[src/sprx_params.svh]
// Constants of the serial port: register indexes, bit positions, resets.
// Assumes inclusion by bare name from the package and the modules.
`ifndef SPRX_PARAMS_SVH
`define SPRX_PARAMS_SVH
// ----------------------------------------
// Register indexes (byte address = 4 * index)
// ----------------------------------------
`define SPRX_IDX_INTCTL 8'h0B
`define SPRX_IDX_PIFLG 8'h0C
`define SPRX_IDX_RCSC 8'h18
`define SPRX_IDX_TXDAT 8'h19
`define SPRX_IDX_RXDAT 8'h1A
`define SPRX_IDX_PIEN 8'h8C
`define SPRX_IDX_TXSC 8'h98
`define SPRX_IDX_BRG 8'h99
// ----------------------------------------
// Reset values
// ----------------------------------------
`define SPRX_RST_ZERO 8'h00
`define SPRX_RST_TXSC 8'h02
// Readable control bits of the two status and control registers
`define SPRX_RCSC_MASK 8'hF0
`define SPRX_TXSC_MASK 8'hF5
// ----------------------------------------
// Bit positions
// ----------------------------------------
`define SPRX_B_GIE 7
`define SPRX_B_PERIPHERAL_INTERRUPT_ENABLE 6
`define SPRX_B_RECEIVE_INTERRUPT_FLAG 5
`define SPRX_B_TRANSMIT_INTERRUPT_FLAG 4
`define SPRX_B_SERIAL_PORT_ENABLE 7
`define SPRX_B_RX9 6
`define SPRX_B_SINGLE_RECEIVE_ENABLE 5
`define SPRX_B_CONTINUOUS_RECEIVE_ENABLE 4
`define SPRX_B_FRAMING_ERROR_FLAG 2
`define SPRX_B_OVERRUN_ERROR_FLAG 1
`define SPRX_B_RECEIVED_NINTH_BIT 0
`define SPRX_B_CLOCK_SOURCE_SELECT 7
`define SPRX_B_TX9 6
`define SPRX_B_TRANSMIT_ENABLE 5
`define SPRX_B_SYNC 4
`define SPRX_B_HIGH_SPEED_BAUD_SELECT 2
`define SPRX_B_SHIFT_REGISTER_EMPTY 1
`define SPRX_B_TRANSMIT_NINTH_BIT 0
// ----------------------------------------
// Bit timing
// ----------------------------------------
`define SPRX_OVS_MID 4'h7
`define SPRX_OVS_LAST 4'hF
`define SPRX_PRE_LAST 2'h3
`define SPRX_LAST8 4'h7
`define SPRX_LAST9 4'h8
`endif

[src/sprx_pkg.sv]
// Types shared by the serial port modules.
// Assumes sprx_params.svh is on the include path.
package sprx_pkg;
`include "sprx_params.svh"
	typedef struct packed {
		logic frameErr;
		logic ninth;
		logic [7:0] data;
	} sprx_char_t;
	typedef enum logic [1:0] {RX_IDLE, RX_START, RX_DATA, RX_STOP} sprx_rxst_t;
	function automatic logic [3:0] sprx_lastBit(input logic nine);
		return nine ? `SPRX_LAST9 : `SPRX_LAST8;
	endfunction
endpackage

[src/sprx_top.sv]
// Serial port: async receiver, sync slave transmitter, AHB-Lite registers.
// Assumes one AHB-Lite master; pins come from outside the clock domain.
`timescale 1ns/10ps
`include "sprx_params.svh"
module sprx_top import sprx_pkg::*; (
	input wire logic clk, // 100 MHz clock
	input wire logic rst_n, // Async reset
	input wire logic hsel, // AHB select
	input wire logic [31:0] haddr, // AHB address
	input wire logic [1:0] htrans, // AHB transfer type
	input wire logic hwrite, // AHB write
	input wire logic [2:0] hsize, // AHB size, word only
	input wire logic [31:0] hwdata, // AHB write data
	input wire logic hready, // AHB bus ready
	output logic hreadyout, // AHB slave ready
	output logic hresp, // AHB response
	output logic [31:0] hrdata, // AHB read data
	input wire logic dtIn, // Data pin level
	output logic dtOut, // Data pin drive value
	output logic dtOe, // Data pin drive enable
	input wire logic ckIn, // External shift clock
	output logic irq, // Interrupt to CPU
	output logic wake // Wake from sleep
);
	// ----------------------------------------
	// Pin synchronisers
	// ----------------------------------------
	logic [2:0] dtSync_q;
	logic [2:0] ckSync_q;
	logic dtLvl_q;
	logic ckLvl_q;
	logic ckRise;

	always_ff @(posedge clk or negedge rst_n) begin
		if (!rst_n) begin
			dtSync_q <= 3'h7;
			ckSync_q <= 3'h0;
		end else begin
			dtSync_q <= {dtSync_q[1:0], dtIn};
			ckSync_q <= {ckSync_q[1:0], ckIn};
		end
	end

	// A level counts only once the last two stages agree
	always_ff @(posedge clk or negedge rst_n) begin
		if (!rst_n) begin
			dtLvl_q <= 1'b1;
			ckLvl_q <= 1'b0;
		end else begin
			if (dtSync_q[1] == dtSync_q[2]) dtLvl_q <= dtSync_q[2];
			if (ckSync_q[1] == ckSync_q[2]) ckLvl_q <= ckSync_q[2];
		end
	end

	assign ckRise = (ckSync_q[1] == ckSync_q[2]) && ckSync_q[2] && !ckLvl_q;

	// ----------------------------------------
	// AHB-Lite slave, zero wait states
	// ----------------------------------------
	logic acc;
	logic [7:0] aIdx;
	logic wr_q;
	logic [7:0] idx_q;
	logic [31:0] hrdata_q;
	logic [7:0] rdMux;
	logic rdRx;

	function automatic logic wrHit(input logic [7:0] idx);
		return wr_q && (idx_q == idx);
	endfunction

	assign acc = hsel && htrans[1] && hready;
	assign aIdx = haddr[9:2];
	assign rdRx = acc && !hwrite && (aIdx == `SPRX_IDX_RXDAT);
	assign hreadyout = 1'b1;
	assign hresp = 1'b0;
	assign hrdata = hrdata_q;

	always_ff @(posedge clk or negedge rst_n) begin
		if (!rst_n) begin
			wr_q <= 1'b0;
			idx_q <= '0;
		end else begin
			wr_q <= acc && hwrite;
			if (acc) idx_q <= aIdx;
		end
	end

	// Read data is caught at the address edge, so data phase has no wait
	always_ff @(posedge clk or negedge rst_n) begin
		if (!rst_n) hrdata_q <= '0;
		else if (acc && !hwrite) hrdata_q <= {24'h000000, rdMux};
	end

	// ----------------------------------------
	// Control registers
	// ----------------------------------------
	logic gie_q, peripheral_interrupt_enable_q, receive_interrupt_enable_q, transmit_interrupt_enable_q;
	logic [7:0] rcsc_q;
	logic [7:0] txsc_q;
	logic [7:0] brg_q;
	logic serial_port_enable, rx9, continuous_receive_enable, clock_source_select, tx9, transmit_enable, sync, high_speed_baud_select;

	assign serial_port_enable = rcsc_q[`SPRX_B_SERIAL_PORT_ENABLE];
	assign rx9 = rcsc_q[`SPRX_B_RX9];
	assign continuous_receive_enable = rcsc_q[`SPRX_B_CONTINUOUS_RECEIVE_ENABLE];
	assign clock_source_select = txsc_q[`SPRX_B_CLOCK_SOURCE_SELECT];
	assign tx9 = txsc_q[`SPRX_B_TX9];
	assign transmit_enable = txsc_q[`SPRX_B_TRANSMIT_ENABLE];
	assign sync = txsc_q[`SPRX_B_SYNC];
	assign high_speed_baud_select = txsc_q[`SPRX_B_HIGH_SPEED_BAUD_SELECT];

	always_ff @(posedge clk or negedge rst_n) begin
		if (!rst_n) begin
			gie_q <= 1'b0;
			peripheral_interrupt_enable_q <= 1'b0;
		end else if (wrHit(`SPRX_IDX_INTCTL)) begin
			gie_q <= hwdata[`SPRX_B_GIE];
			peripheral_interrupt_enable_q <= hwdata[`SPRX_B_PERIPHERAL_INTERRUPT_ENABLE];
		end
	end

	always_ff @(posedge clk or negedge rst_n) begin
		if (!rst_n) begin
			receive_interrupt_enable_q <= 1'b0;
			transmit_interrupt_enable_q <= 1'b0;
		end else if (wrHit(`SPRX_IDX_PIEN)) begin
			receive_interrupt_enable_q <= hwdata[`SPRX_B_RECEIVE_INTERRUPT_FLAG];
			transmit_interrupt_enable_q <= hwdata[`SPRX_B_TRANSMIT_INTERRUPT_FLAG];
		end
	end

	// Status bits of these two live elsewhere; whole byte stored, status bits masked on read
	always_ff @(posedge clk or negedge rst_n) begin
		if (!rst_n) rcsc_q <= `SPRX_RST_ZERO;
		else if (wrHit(`SPRX_IDX_RCSC)) rcsc_q <= hwdata[7:0];
	end

	always_ff @(posedge clk or negedge rst_n) begin
		if (!rst_n) txsc_q <= `SPRX_RST_TXSC;
		else if (wrHit(`SPRX_IDX_TXSC)) txsc_q <= hwdata[7:0];
	end

	always_ff @(posedge clk or negedge rst_n) begin
		if (!rst_n) brg_q <= `SPRX_RST_ZERO;
		else if (wrHit(`SPRX_IDX_BRG)) brg_q <= hwdata[7:0];
	end

	// ----------------------------------------
	// Baud rate generator
	// ----------------------------------------
	logic [7:0] brgCnt_q;
	logic [1:0] pre_q;
	logic brgTick;
	logic sTick;

	assign brgTick = (brgCnt_q == 8'h00);
	// Low speed is four times slower: 64 clocks per bit per count
	assign sTick = brgTick && (high_speed_baud_select || pre_q == `SPRX_PRE_LAST);

	always_ff @(posedge clk or negedge rst_n) begin
		if (!rst_n) begin
			brgCnt_q <= '0;
			pre_q <= '0;
		end else begin
			brgCnt_q <= brgTick ? brg_q : brgCnt_q - 8'h01;
			if (brgTick) pre_q <= pre_q + 2'h1;
		end
	end

	// ----------------------------------------
	// Receiver and its flags
	// ----------------------------------------
	logic rxEn;
	logic rxDone;
	sprx_char_t rxChar;
	logic receive_interrupt_flag_q, overrun_error_flag_q, framing_error_flag_q, received_ninth_bit_q;
	logic [7:0] rxData_q;
	logic rxTake;

	// Overrun stalls the receiver until continuous receive is cleared
	assign rxEn = serial_port_enable && !sync && continuous_receive_enable && !overrun_error_flag_q;
	// A read in the same cycle frees the holding register
	assign rxTake = rxDone && (!receive_interrupt_flag_q || rdRx);

	sprx_rx u_rx (
		.clk(clk),
		.rst_n(rst_n),
		.en(rxEn),
		.tick(sTick),
		.rxLvl(dtLvl_q),
		.nine(rx9),
		.done(rxDone),
		.rxChar(rxChar)
	);

	always_ff @(posedge clk or negedge rst_n) begin
		if (!rst_n) begin
			rxData_q <= '0;
			received_ninth_bit_q <= 1'b0;
		end else if (rxTake) begin
			rxData_q <= rxChar.data;
			received_ninth_bit_q <= rxChar.ninth;
		end
	end

	// Set wins over the read that clears it
	always_ff @(posedge clk or negedge rst_n) begin
		if (!rst_n) receive_interrupt_flag_q <= 1'b0;
		else if (rxTake) receive_interrupt_flag_q <= 1'b1;
		else if (rdRx) receive_interrupt_flag_q <= 1'b0;
	end

	always_ff @(posedge clk or negedge rst_n) begin
		if (!rst_n) begin
			overrun_error_flag_q <= 1'b0;
			framing_error_flag_q <= 1'b0;
		end else if (!continuous_receive_enable) begin
			overrun_error_flag_q <= 1'b0;
			framing_error_flag_q <= 1'b0;
		end else begin
			if (rxDone && !rxTake) overrun_error_flag_q <= 1'b1;
			if (rxTake) framing_error_flag_q <= rxChar.frameErr;
		end
	end

	// ----------------------------------------
	// Synchronous slave transmitter
	// ----------------------------------------
	logic txRun;
	logic bufFull_q;
	logic [8:0] buf_q;
	logic txBusy;
	logic txBit;
	logic txLoad;
	logic transmit_interrupt_flag;

	assign txRun = serial_port_enable && sync && !clock_source_select && transmit_enable;
	assign txLoad = txRun && bufFull_q && !txBusy;
	assign transmit_interrupt_flag = txRun && !bufFull_q;

	// A write over a full buffer replaces the waiting word
	always_ff @(posedge clk or negedge rst_n) begin
		if (!rst_n) begin
			bufFull_q <= 1'b0;
			buf_q <= '0;
		end else if (wrHit(`SPRX_IDX_TXDAT)) begin
			bufFull_q <= 1'b1;
			buf_q <= {tx9 & txsc_q[`SPRX_B_TRANSMIT_NINTH_BIT], hwdata[7:0]};
		end else if (txLoad) begin
			bufFull_q <= 1'b0;
		end
	end

	sprx_tx u_tx (
		.clk(clk),
		.rst_n(rst_n),
		.en(txRun),
		.ckRise(ckRise),
		.load(txLoad),
		.word(buf_q),
		.nine(tx9),
		.busy(txBusy),
		.bitOut(txBit)
	);

	// ----------------------------------------
	// Read mux
	// ----------------------------------------
	always_comb begin
		rdMux = 8'h00;
		case (aIdx)
		`SPRX_IDX_INTCTL: begin
			rdMux[`SPRX_B_GIE] = gie_q;
			rdMux[`SPRX_B_PERIPHERAL_INTERRUPT_ENABLE] = peripheral_interrupt_enable_q;
		end
		`SPRX_IDX_PIFLG: begin
			rdMux[`SPRX_B_RECEIVE_INTERRUPT_FLAG] = receive_interrupt_flag_q;
			rdMux[`SPRX_B_TRANSMIT_INTERRUPT_FLAG] = transmit_interrupt_flag;
		end
		`SPRX_IDX_PIEN: begin
			rdMux[`SPRX_B_RECEIVE_INTERRUPT_FLAG] = receive_interrupt_enable_q;
			rdMux[`SPRX_B_TRANSMIT_INTERRUPT_FLAG] = transmit_interrupt_enable_q;
		end
		`SPRX_IDX_RCSC: begin
			rdMux = rcsc_q & `SPRX_RCSC_MASK;
			rdMux[`SPRX_B_FRAMING_ERROR_FLAG] = framing_error_flag_q;
			rdMux[`SPRX_B_OVERRUN_ERROR_FLAG] = overrun_error_flag_q;
			rdMux[`SPRX_B_RECEIVED_NINTH_BIT] = received_ninth_bit_q;
		end
		`SPRX_IDX_RXDAT: rdMux = rxData_q;
		`SPRX_IDX_TXSC: begin
			rdMux = txsc_q & `SPRX_TXSC_MASK;
			rdMux[`SPRX_B_SHIFT_REGISTER_EMPTY] = !txBusy;
		end
		`SPRX_IDX_BRG: rdMux = brg_q;
		default: rdMux = 8'h00;
		endcase
	end

	// ----------------------------------------
	// Pin and interrupt outputs
	// ----------------------------------------
	logic dtOut_q, dtOe_q, irq_q, wake_q;
	logic pend;

	assign pend = (receive_interrupt_flag_q && receive_interrupt_enable_q) || (transmit_interrupt_flag && transmit_interrupt_enable_q);
	assign dtOut = dtOut_q;
	assign dtOe = dtOe_q;
	assign irq = irq_q;
	assign wake = wake_q;

	always_ff @(posedge clk or negedge rst_n) begin
		if (!rst_n) begin
			dtOut_q <= 1'b1;
			dtOe_q <= 1'b0;
		end else begin
			dtOut_q <= txBit;
			dtOe_q <= txRun;
		end
	end

	always_ff @(posedge clk or negedge rst_n) begin
		if (!rst_n) begin
			irq_q <= 1'b0;
			wake_q <= 1'b0;
		end else begin
			irq_q <= pend && gie_q && peripheral_interrupt_enable_q;
			wake_q <= pend;
		end
	end
endmodule

[src/sprx_rx.sv]
// Asynchronous receiver, 16x oversampled, LSB first.
// Assumes a synchronised line level and a one-cycle sample tick.
`timescale 1ns/10ps
`include "sprx_params.svh"
module sprx_rx import sprx_pkg::*; (
	input wire logic clk, // System clock
	input wire logic rst_n, // Async reset
	input wire logic en, // Receiver enabled
	input wire logic tick, // 16x sample tick
	input wire logic rxLvl, // Filtered line level
	input wire logic nine, // Nine-bit characters
	output logic done, // Character complete pulse
	output sprx_char_t rxChar // Last character
);
	sprx_rxst_t st_q;
	logic [3:0] ovs_q;
	logic [3:0] bit_q;
	logic [8:0] sh_q;
	logic done_q;
	sprx_char_t char_q;

	assign done = done_q;
	assign rxChar = char_q;

	always_ff @(posedge clk or negedge rst_n) begin
		if (!rst_n) begin
			st_q <= RX_IDLE;
			ovs_q <= '0;
			bit_q <= '0;
			sh_q <= '0;
			done_q <= 1'b0;
			char_q <= '0;
		end else begin
			done_q <= 1'b0;
			if (!en) begin
				st_q <= RX_IDLE;
			end else begin
				case (st_q)
				RX_IDLE: begin
					ovs_q <= '0;
					if (!rxLvl) st_q <= RX_START;
				end
				RX_START: if (tick) begin
					ovs_q <= ovs_q + 4'h1;
					// Glitch shorter than half a bit is not a start
					if (ovs_q == `SPRX_OVS_MID) begin
						ovs_q <= '0;
						bit_q <= '0;
						st_q <= rxLvl ? RX_IDLE : RX_DATA;
					end
				end
				RX_DATA: if (tick) begin
					ovs_q <= ovs_q + 4'h1;
					if (ovs_q == `SPRX_OVS_LAST) begin
						sh_q <= {rxLvl, sh_q[8:1]};
						bit_q <= bit_q + 4'h1;
						if (bit_q == sprx_lastBit(nine)) st_q <= RX_STOP;
					end
				end
				RX_STOP: if (tick) begin
					ovs_q <= ovs_q + 4'h1;
					if (ovs_q == `SPRX_OVS_LAST) begin
						done_q <= 1'b1;
						char_q.frameErr <= ~rxLvl;
						char_q.ninth <= nine & sh_q[8];
						char_q.data <= nine ? sh_q[7:0] : sh_q[8:1];
						st_q <= RX_IDLE;
					end
				end
				default: st_q <= RX_IDLE;
				endcase
			end
		end
	end
endmodule

[src/sprx_tx.sv]
// Synchronous slave transmit shift register, clocked by the master.
// Assumes a one-cycle pulse per rising edge of the external clock.
`timescale 1ns/10ps
`include "sprx_params.svh"
module sprx_tx import sprx_pkg::*; (
	input wire logic clk, // System clock
	input wire logic rst_n, // Async reset
	input wire logic en, // Slave transmit enabled
	input wire logic ckRise, // External clock rising
	input wire logic load, // Load word, only when idle
	input wire logic [8:0] word, // Word with ninth bit
	input wire logic nine, // Nine-bit characters
	output logic busy, // Shift register holds data
	output logic bitOut // Bit on the data pin
);
	logic [8:0] sh_q;
	logic [3:0] cnt_q;
	logic busy_q;

	assign busy = busy_q;
	assign bitOut = sh_q[0];

	// Bit 0 is on the pin at load; each rising edge moves to the next
	always_ff @(posedge clk or negedge rst_n) begin
		if (!rst_n) begin
			sh_q <= '0;
			cnt_q <= '0;
			busy_q <= 1'b0;
		end else if (!en) begin
			busy_q <= 1'b0;
		end else if (load) begin
			sh_q <= word;
			cnt_q <= '0;
			busy_q <= 1'b1;
		end else if (ckRise && busy_q) begin
			sh_q <= {1'b0, sh_q[8:1]};
			cnt_q <= cnt_q + 4'h1;
			if (cnt_q == sprx_lastBit(nine)) busy_q <= 1'b0;
		end
	end
endmodule

[config.mk]
export PLATFORM = sky130hd
export DESIGN_NAME = sprx_top
export DESIGN_NICKNAME = d
export VERILOG_FILES = /design/src/sprx_pkg.sv /design/src/sprx_top.sv /design/src/sprx_rx.sv /design/src/sprx_tx.sv
export VERILOG_INCLUDE_DIRS = /design/src
export SDC_FILE = /design/constraint.sdc
export NUM_CORES = 1
export LEC_CHECK = 0
export ABC_AREA = 1
export BUFFER_PORTS_ARGS = -buffer_cell sky130_fd_sc_hd__buf_4
export CAP_MARGIN = 20
export CELL_PAD_IN_SITES_DETAIL_PLACEMENT = 0
export CELL_PAD_IN_SITES_GLOBAL_PLACEMENT = 1
export CORE_AREA = 3 3 122 124
export DETAILED_ROUTE_END_ITERATION = 12
export DIE_AREA = 0 0 125 127
export PLACE_DENSITY = 0.85
export SLEW_MARGIN = 10
export SYNTH_ARGS = -nofsm -noshare
export SYNTH_HDL_FRONTEND = slang
export SYNTH_SLANG_ARGS = --single-unit
[constraint.sdc]
create_clock -name clk -period 4.9 [get_ports clk]
set_input_delay 1.225 -clock clk [delete_from_list [all_inputs] [get_ports clk]]
set_output_delay 1.225 -clock clk [all_outputs]
set_load 0.01 [all_outputs]
==> run_results.csv <==
group,metric,value,unit
outcome,status,"completed",
placement,portBuffers,35,
setup_path,critical_path_class,"input pin to flop",
synth,async_reset_ff_frac,1.00,
final_layout,area_delta_synth_final,15.5,%
worst_hold_path,hp-class,"flop to flop",
grt,grt_pass1_wl,22900,um
detailed_routing,avgViaCountPerCell,5.05,
synth,synth_area_leaders,"dfrtp_1 50%, nand2_1 12%, nand3_1 5.4%",
synth,synth_xor_area_frac,0.00719,
synth,synth_top_area_frac,0.501,
synth,synth_top_family_by_area,"simple AND/OR/NAND/NOR gates",
synth,synth_area,0.00609,mm^2
cts,cts_resized,0,
synth,ys_seq_area_frac,0.523,
power,power_density,375,mW/mm^2
grt,overflow,0,
synth,yosys-top-cells-count,"190 x nand2_1, 122 x dfrtp_1, 66 x nand3_1",
timing,fmax,0.396,GHz
power,p_leak,3.51,nW
setup_path,arrival,2830,ps
setup_path,crit_path_cell_trace,"buf_4 -> nand3_1 -> nor2_1 -> buf_4 -> nand3_1 -> nand2_2 -> nand2_2 -> nand2_1 -> nand2_1",
floorplan,num_rows,43,
power,power,0.00264,W
floorplan,dieArea,0.0159,mm^2
timing,slew_violations,0,
synth,synth_ff_type,"dfrtp_1",
placement,dpl_cell_area,0.00641,mm^2
grt,grt_pass1_vias,4717,
cts,hold_buffers,0,
floorplan,ios,114,
synth,syn_inst,731,
setup_path,slowest_delay,400,ps
cts,clock-root-buffer,"clkbuf_16",
final_layout,fin_area,0.00703,mm^2
cts,insertion_delay,420,ps
placement,dp_hpwl,9510,um
final_layout,diodes,0,
synth,yosys.area_share.simple,0.254,
synth,synth_most_common_cell,"nand2_1",
final_layout,nFillCells,1310,
detailed_routing,ant_nets,0,
detailed_routing,drt_iter0_drc,314,
synth,yosys.area.top_type,"dfrtp_1",
synth,synth_edf_count,0,
synth,synthAdderAreaFrac,0.0140,
grt,grt_max_degree,72,
synth,synthMuxAreaShare,0.00349,
power,ir_worst_vdd,242,uV
detailed_routing,wl_per_cell,13.9,um
cts,cts_buffer_depth,2,
timing,setup-tns-final,0,ps
setup_path,cp_slowest_cell,"nand3_1",
final_layout,fin_util,0.507,
cts,cts_tree,"yes",
timing,max_slew_margin,0.485,
timing,period_needed,2530,ps
floorplan,coreArea,0.0139,mm^2
timing,report.final.hold_viol_count,0,
cts,clock-sinks,127,
synth,avgSynthCellArea,8.33,um^2
detailed_routing,drc,0,
placement,pre_cts_ws,1930,ps
synth,yosysUniqueCellTypes,43,
setup_path,startpoint_type,"input pin",
timing,worst_slew_pin_slew,769,ps
timing,worst_slack,2370,ps
cts,clk_pin_slew,60,ps
floorplan,fp.dieW,125,um
detailed_routing,num_vias,4859,
synth,synth_compound_area_frac,0.105,
final_layout,multi_input_area,0.00244,mm^2
setup_path,crit_required,5210,ps
timing,rsz0062_at_grt,"no",
final_layout,nets,851,
synth,synth-seq-cells,127,
grt,antenna_found_initial,0,
timing,finalSetupViolations,0,
detailed_routing,first_pass_iters,5,
final_layout,drive_above_1_share,0.147,
run,maxCapViolCount,0,
detailed_routing,routed_wl,13400,um
final_layout,regArea,0.00318,mm^2
setup_path,path_max_fanout,18,
synth,synth_warnings,0,
floorplan,die_h,127,um
placement,gp_routability_congestion,0.854,
cts,h-tree-depth,4,
cts,post_cts_buffers,0,
setup_path,worstSetupEndpointType,"flop",
timing,fin_skew,7.18,ps
floorplan,start_util,0.439,
grt,grt_usage,0.178,
cts,cts_buffers,17,
timing,fin_crit_sh,0.516,
[worst max-delay path, delay by kind of cell]
family | cells | cell delay (ps)
buffers and inverters | 2 | 310
and+or+nand+nor | 7 | 1290
[power breakdown]
part | total (W) | internal (W) | switching, W
logic | 0.000189 | 0.0000690 | 0.000120
registers | 0.00115 | 0.00110 | 0.0000452
clock network | 0.00130 | 0.000852 | 0.000446
[cell usage in the layout, fill, tap and decap left out, types with 6 or more instances in the layout]
master and instances:
inv_1 61, clkbuf_16 17, dfrtp_1 122, o21ai_1 22
buf_4 36, nand3_1 66, o21ai_0 54, nand4_1 10
ha_1 6, nor2_1 64, nand2_1 190, o21ai_2 8
inv_2 13, conb_1 26, a21oi_1 20
[area by class of cell]
class	instances	area share
repair buffers	37	0.0413
flip-flops and latches	127	0.453
well taps	180	0.0320
multi-input cells	512	0.346
clock inverters	9	0.0187
inverters	74	0.0395
clock buffers	23	0.0694
[flip-flops by register name (all words and copies together), names as in the netlist, 6 cells and up]
| register | cells |
|---|---|
| brgCnt_q | 8 |
| idx_q | 8 |
| txsc_q | 6 |
| rxData_q | 8 |
| buf_q | 9 |
| u_tx.sh_q | 9 |
| brg_q | 8 |
| u_rx.rxChar | 10 |
| u_rx.sh_q | 9 |
| hrdata | 8 |
[worst paths after layout]
path                             start             end  slack [ps]  depth (start not counted)
max                             hready     rxData_q[7]        2370                          9
min                        ckSync_q[0]     ckSync_q[1]         340                          0
max reg2reg                brgCnt_q[0]  u_rx.rxChar[2]        2660                          9
min reg2reg                ckSync_q[0]     ckSync_q[1]         340                          0
max in group asynchronous        rst_n         dtLvl_q        3170                          2
min in group asynchronous        rst_n        idx_q[5]         860                          1
[kinds of logic after synthesis]
group	count (synthesis)
AO/OA/AOI/OAI	116
XOR/XNOR	5
adder cells (fa/ha/maj)	7
buffers and inverters	116
flip-flops	127
multiplexers	2
other	2
AND/OR/NAND/NOR	356
[metal layers]
layer,routed length (um),GRT usage,up-vias
li1,-,-,2405
met1,6140,0.235,2305
met2,6210,0.282,124
met3,691,0.0431,25
met4,324,0.0797,0
met5,0,0,-
[through the flow]
| stage | instances | hold slack, ps |
|---|---|---|
| 6_report | 962 | 341 |
| 5_1_grt | 962 | 348 |
| 4_1_cts | 962 | 346 |
| 3_5_place_dp | 930 | 340 |
| 3_3_place_gp | 930 | 333 |
| 2_1_floorplan | 755 | 331 |
(Power assumes the default switching activity.)
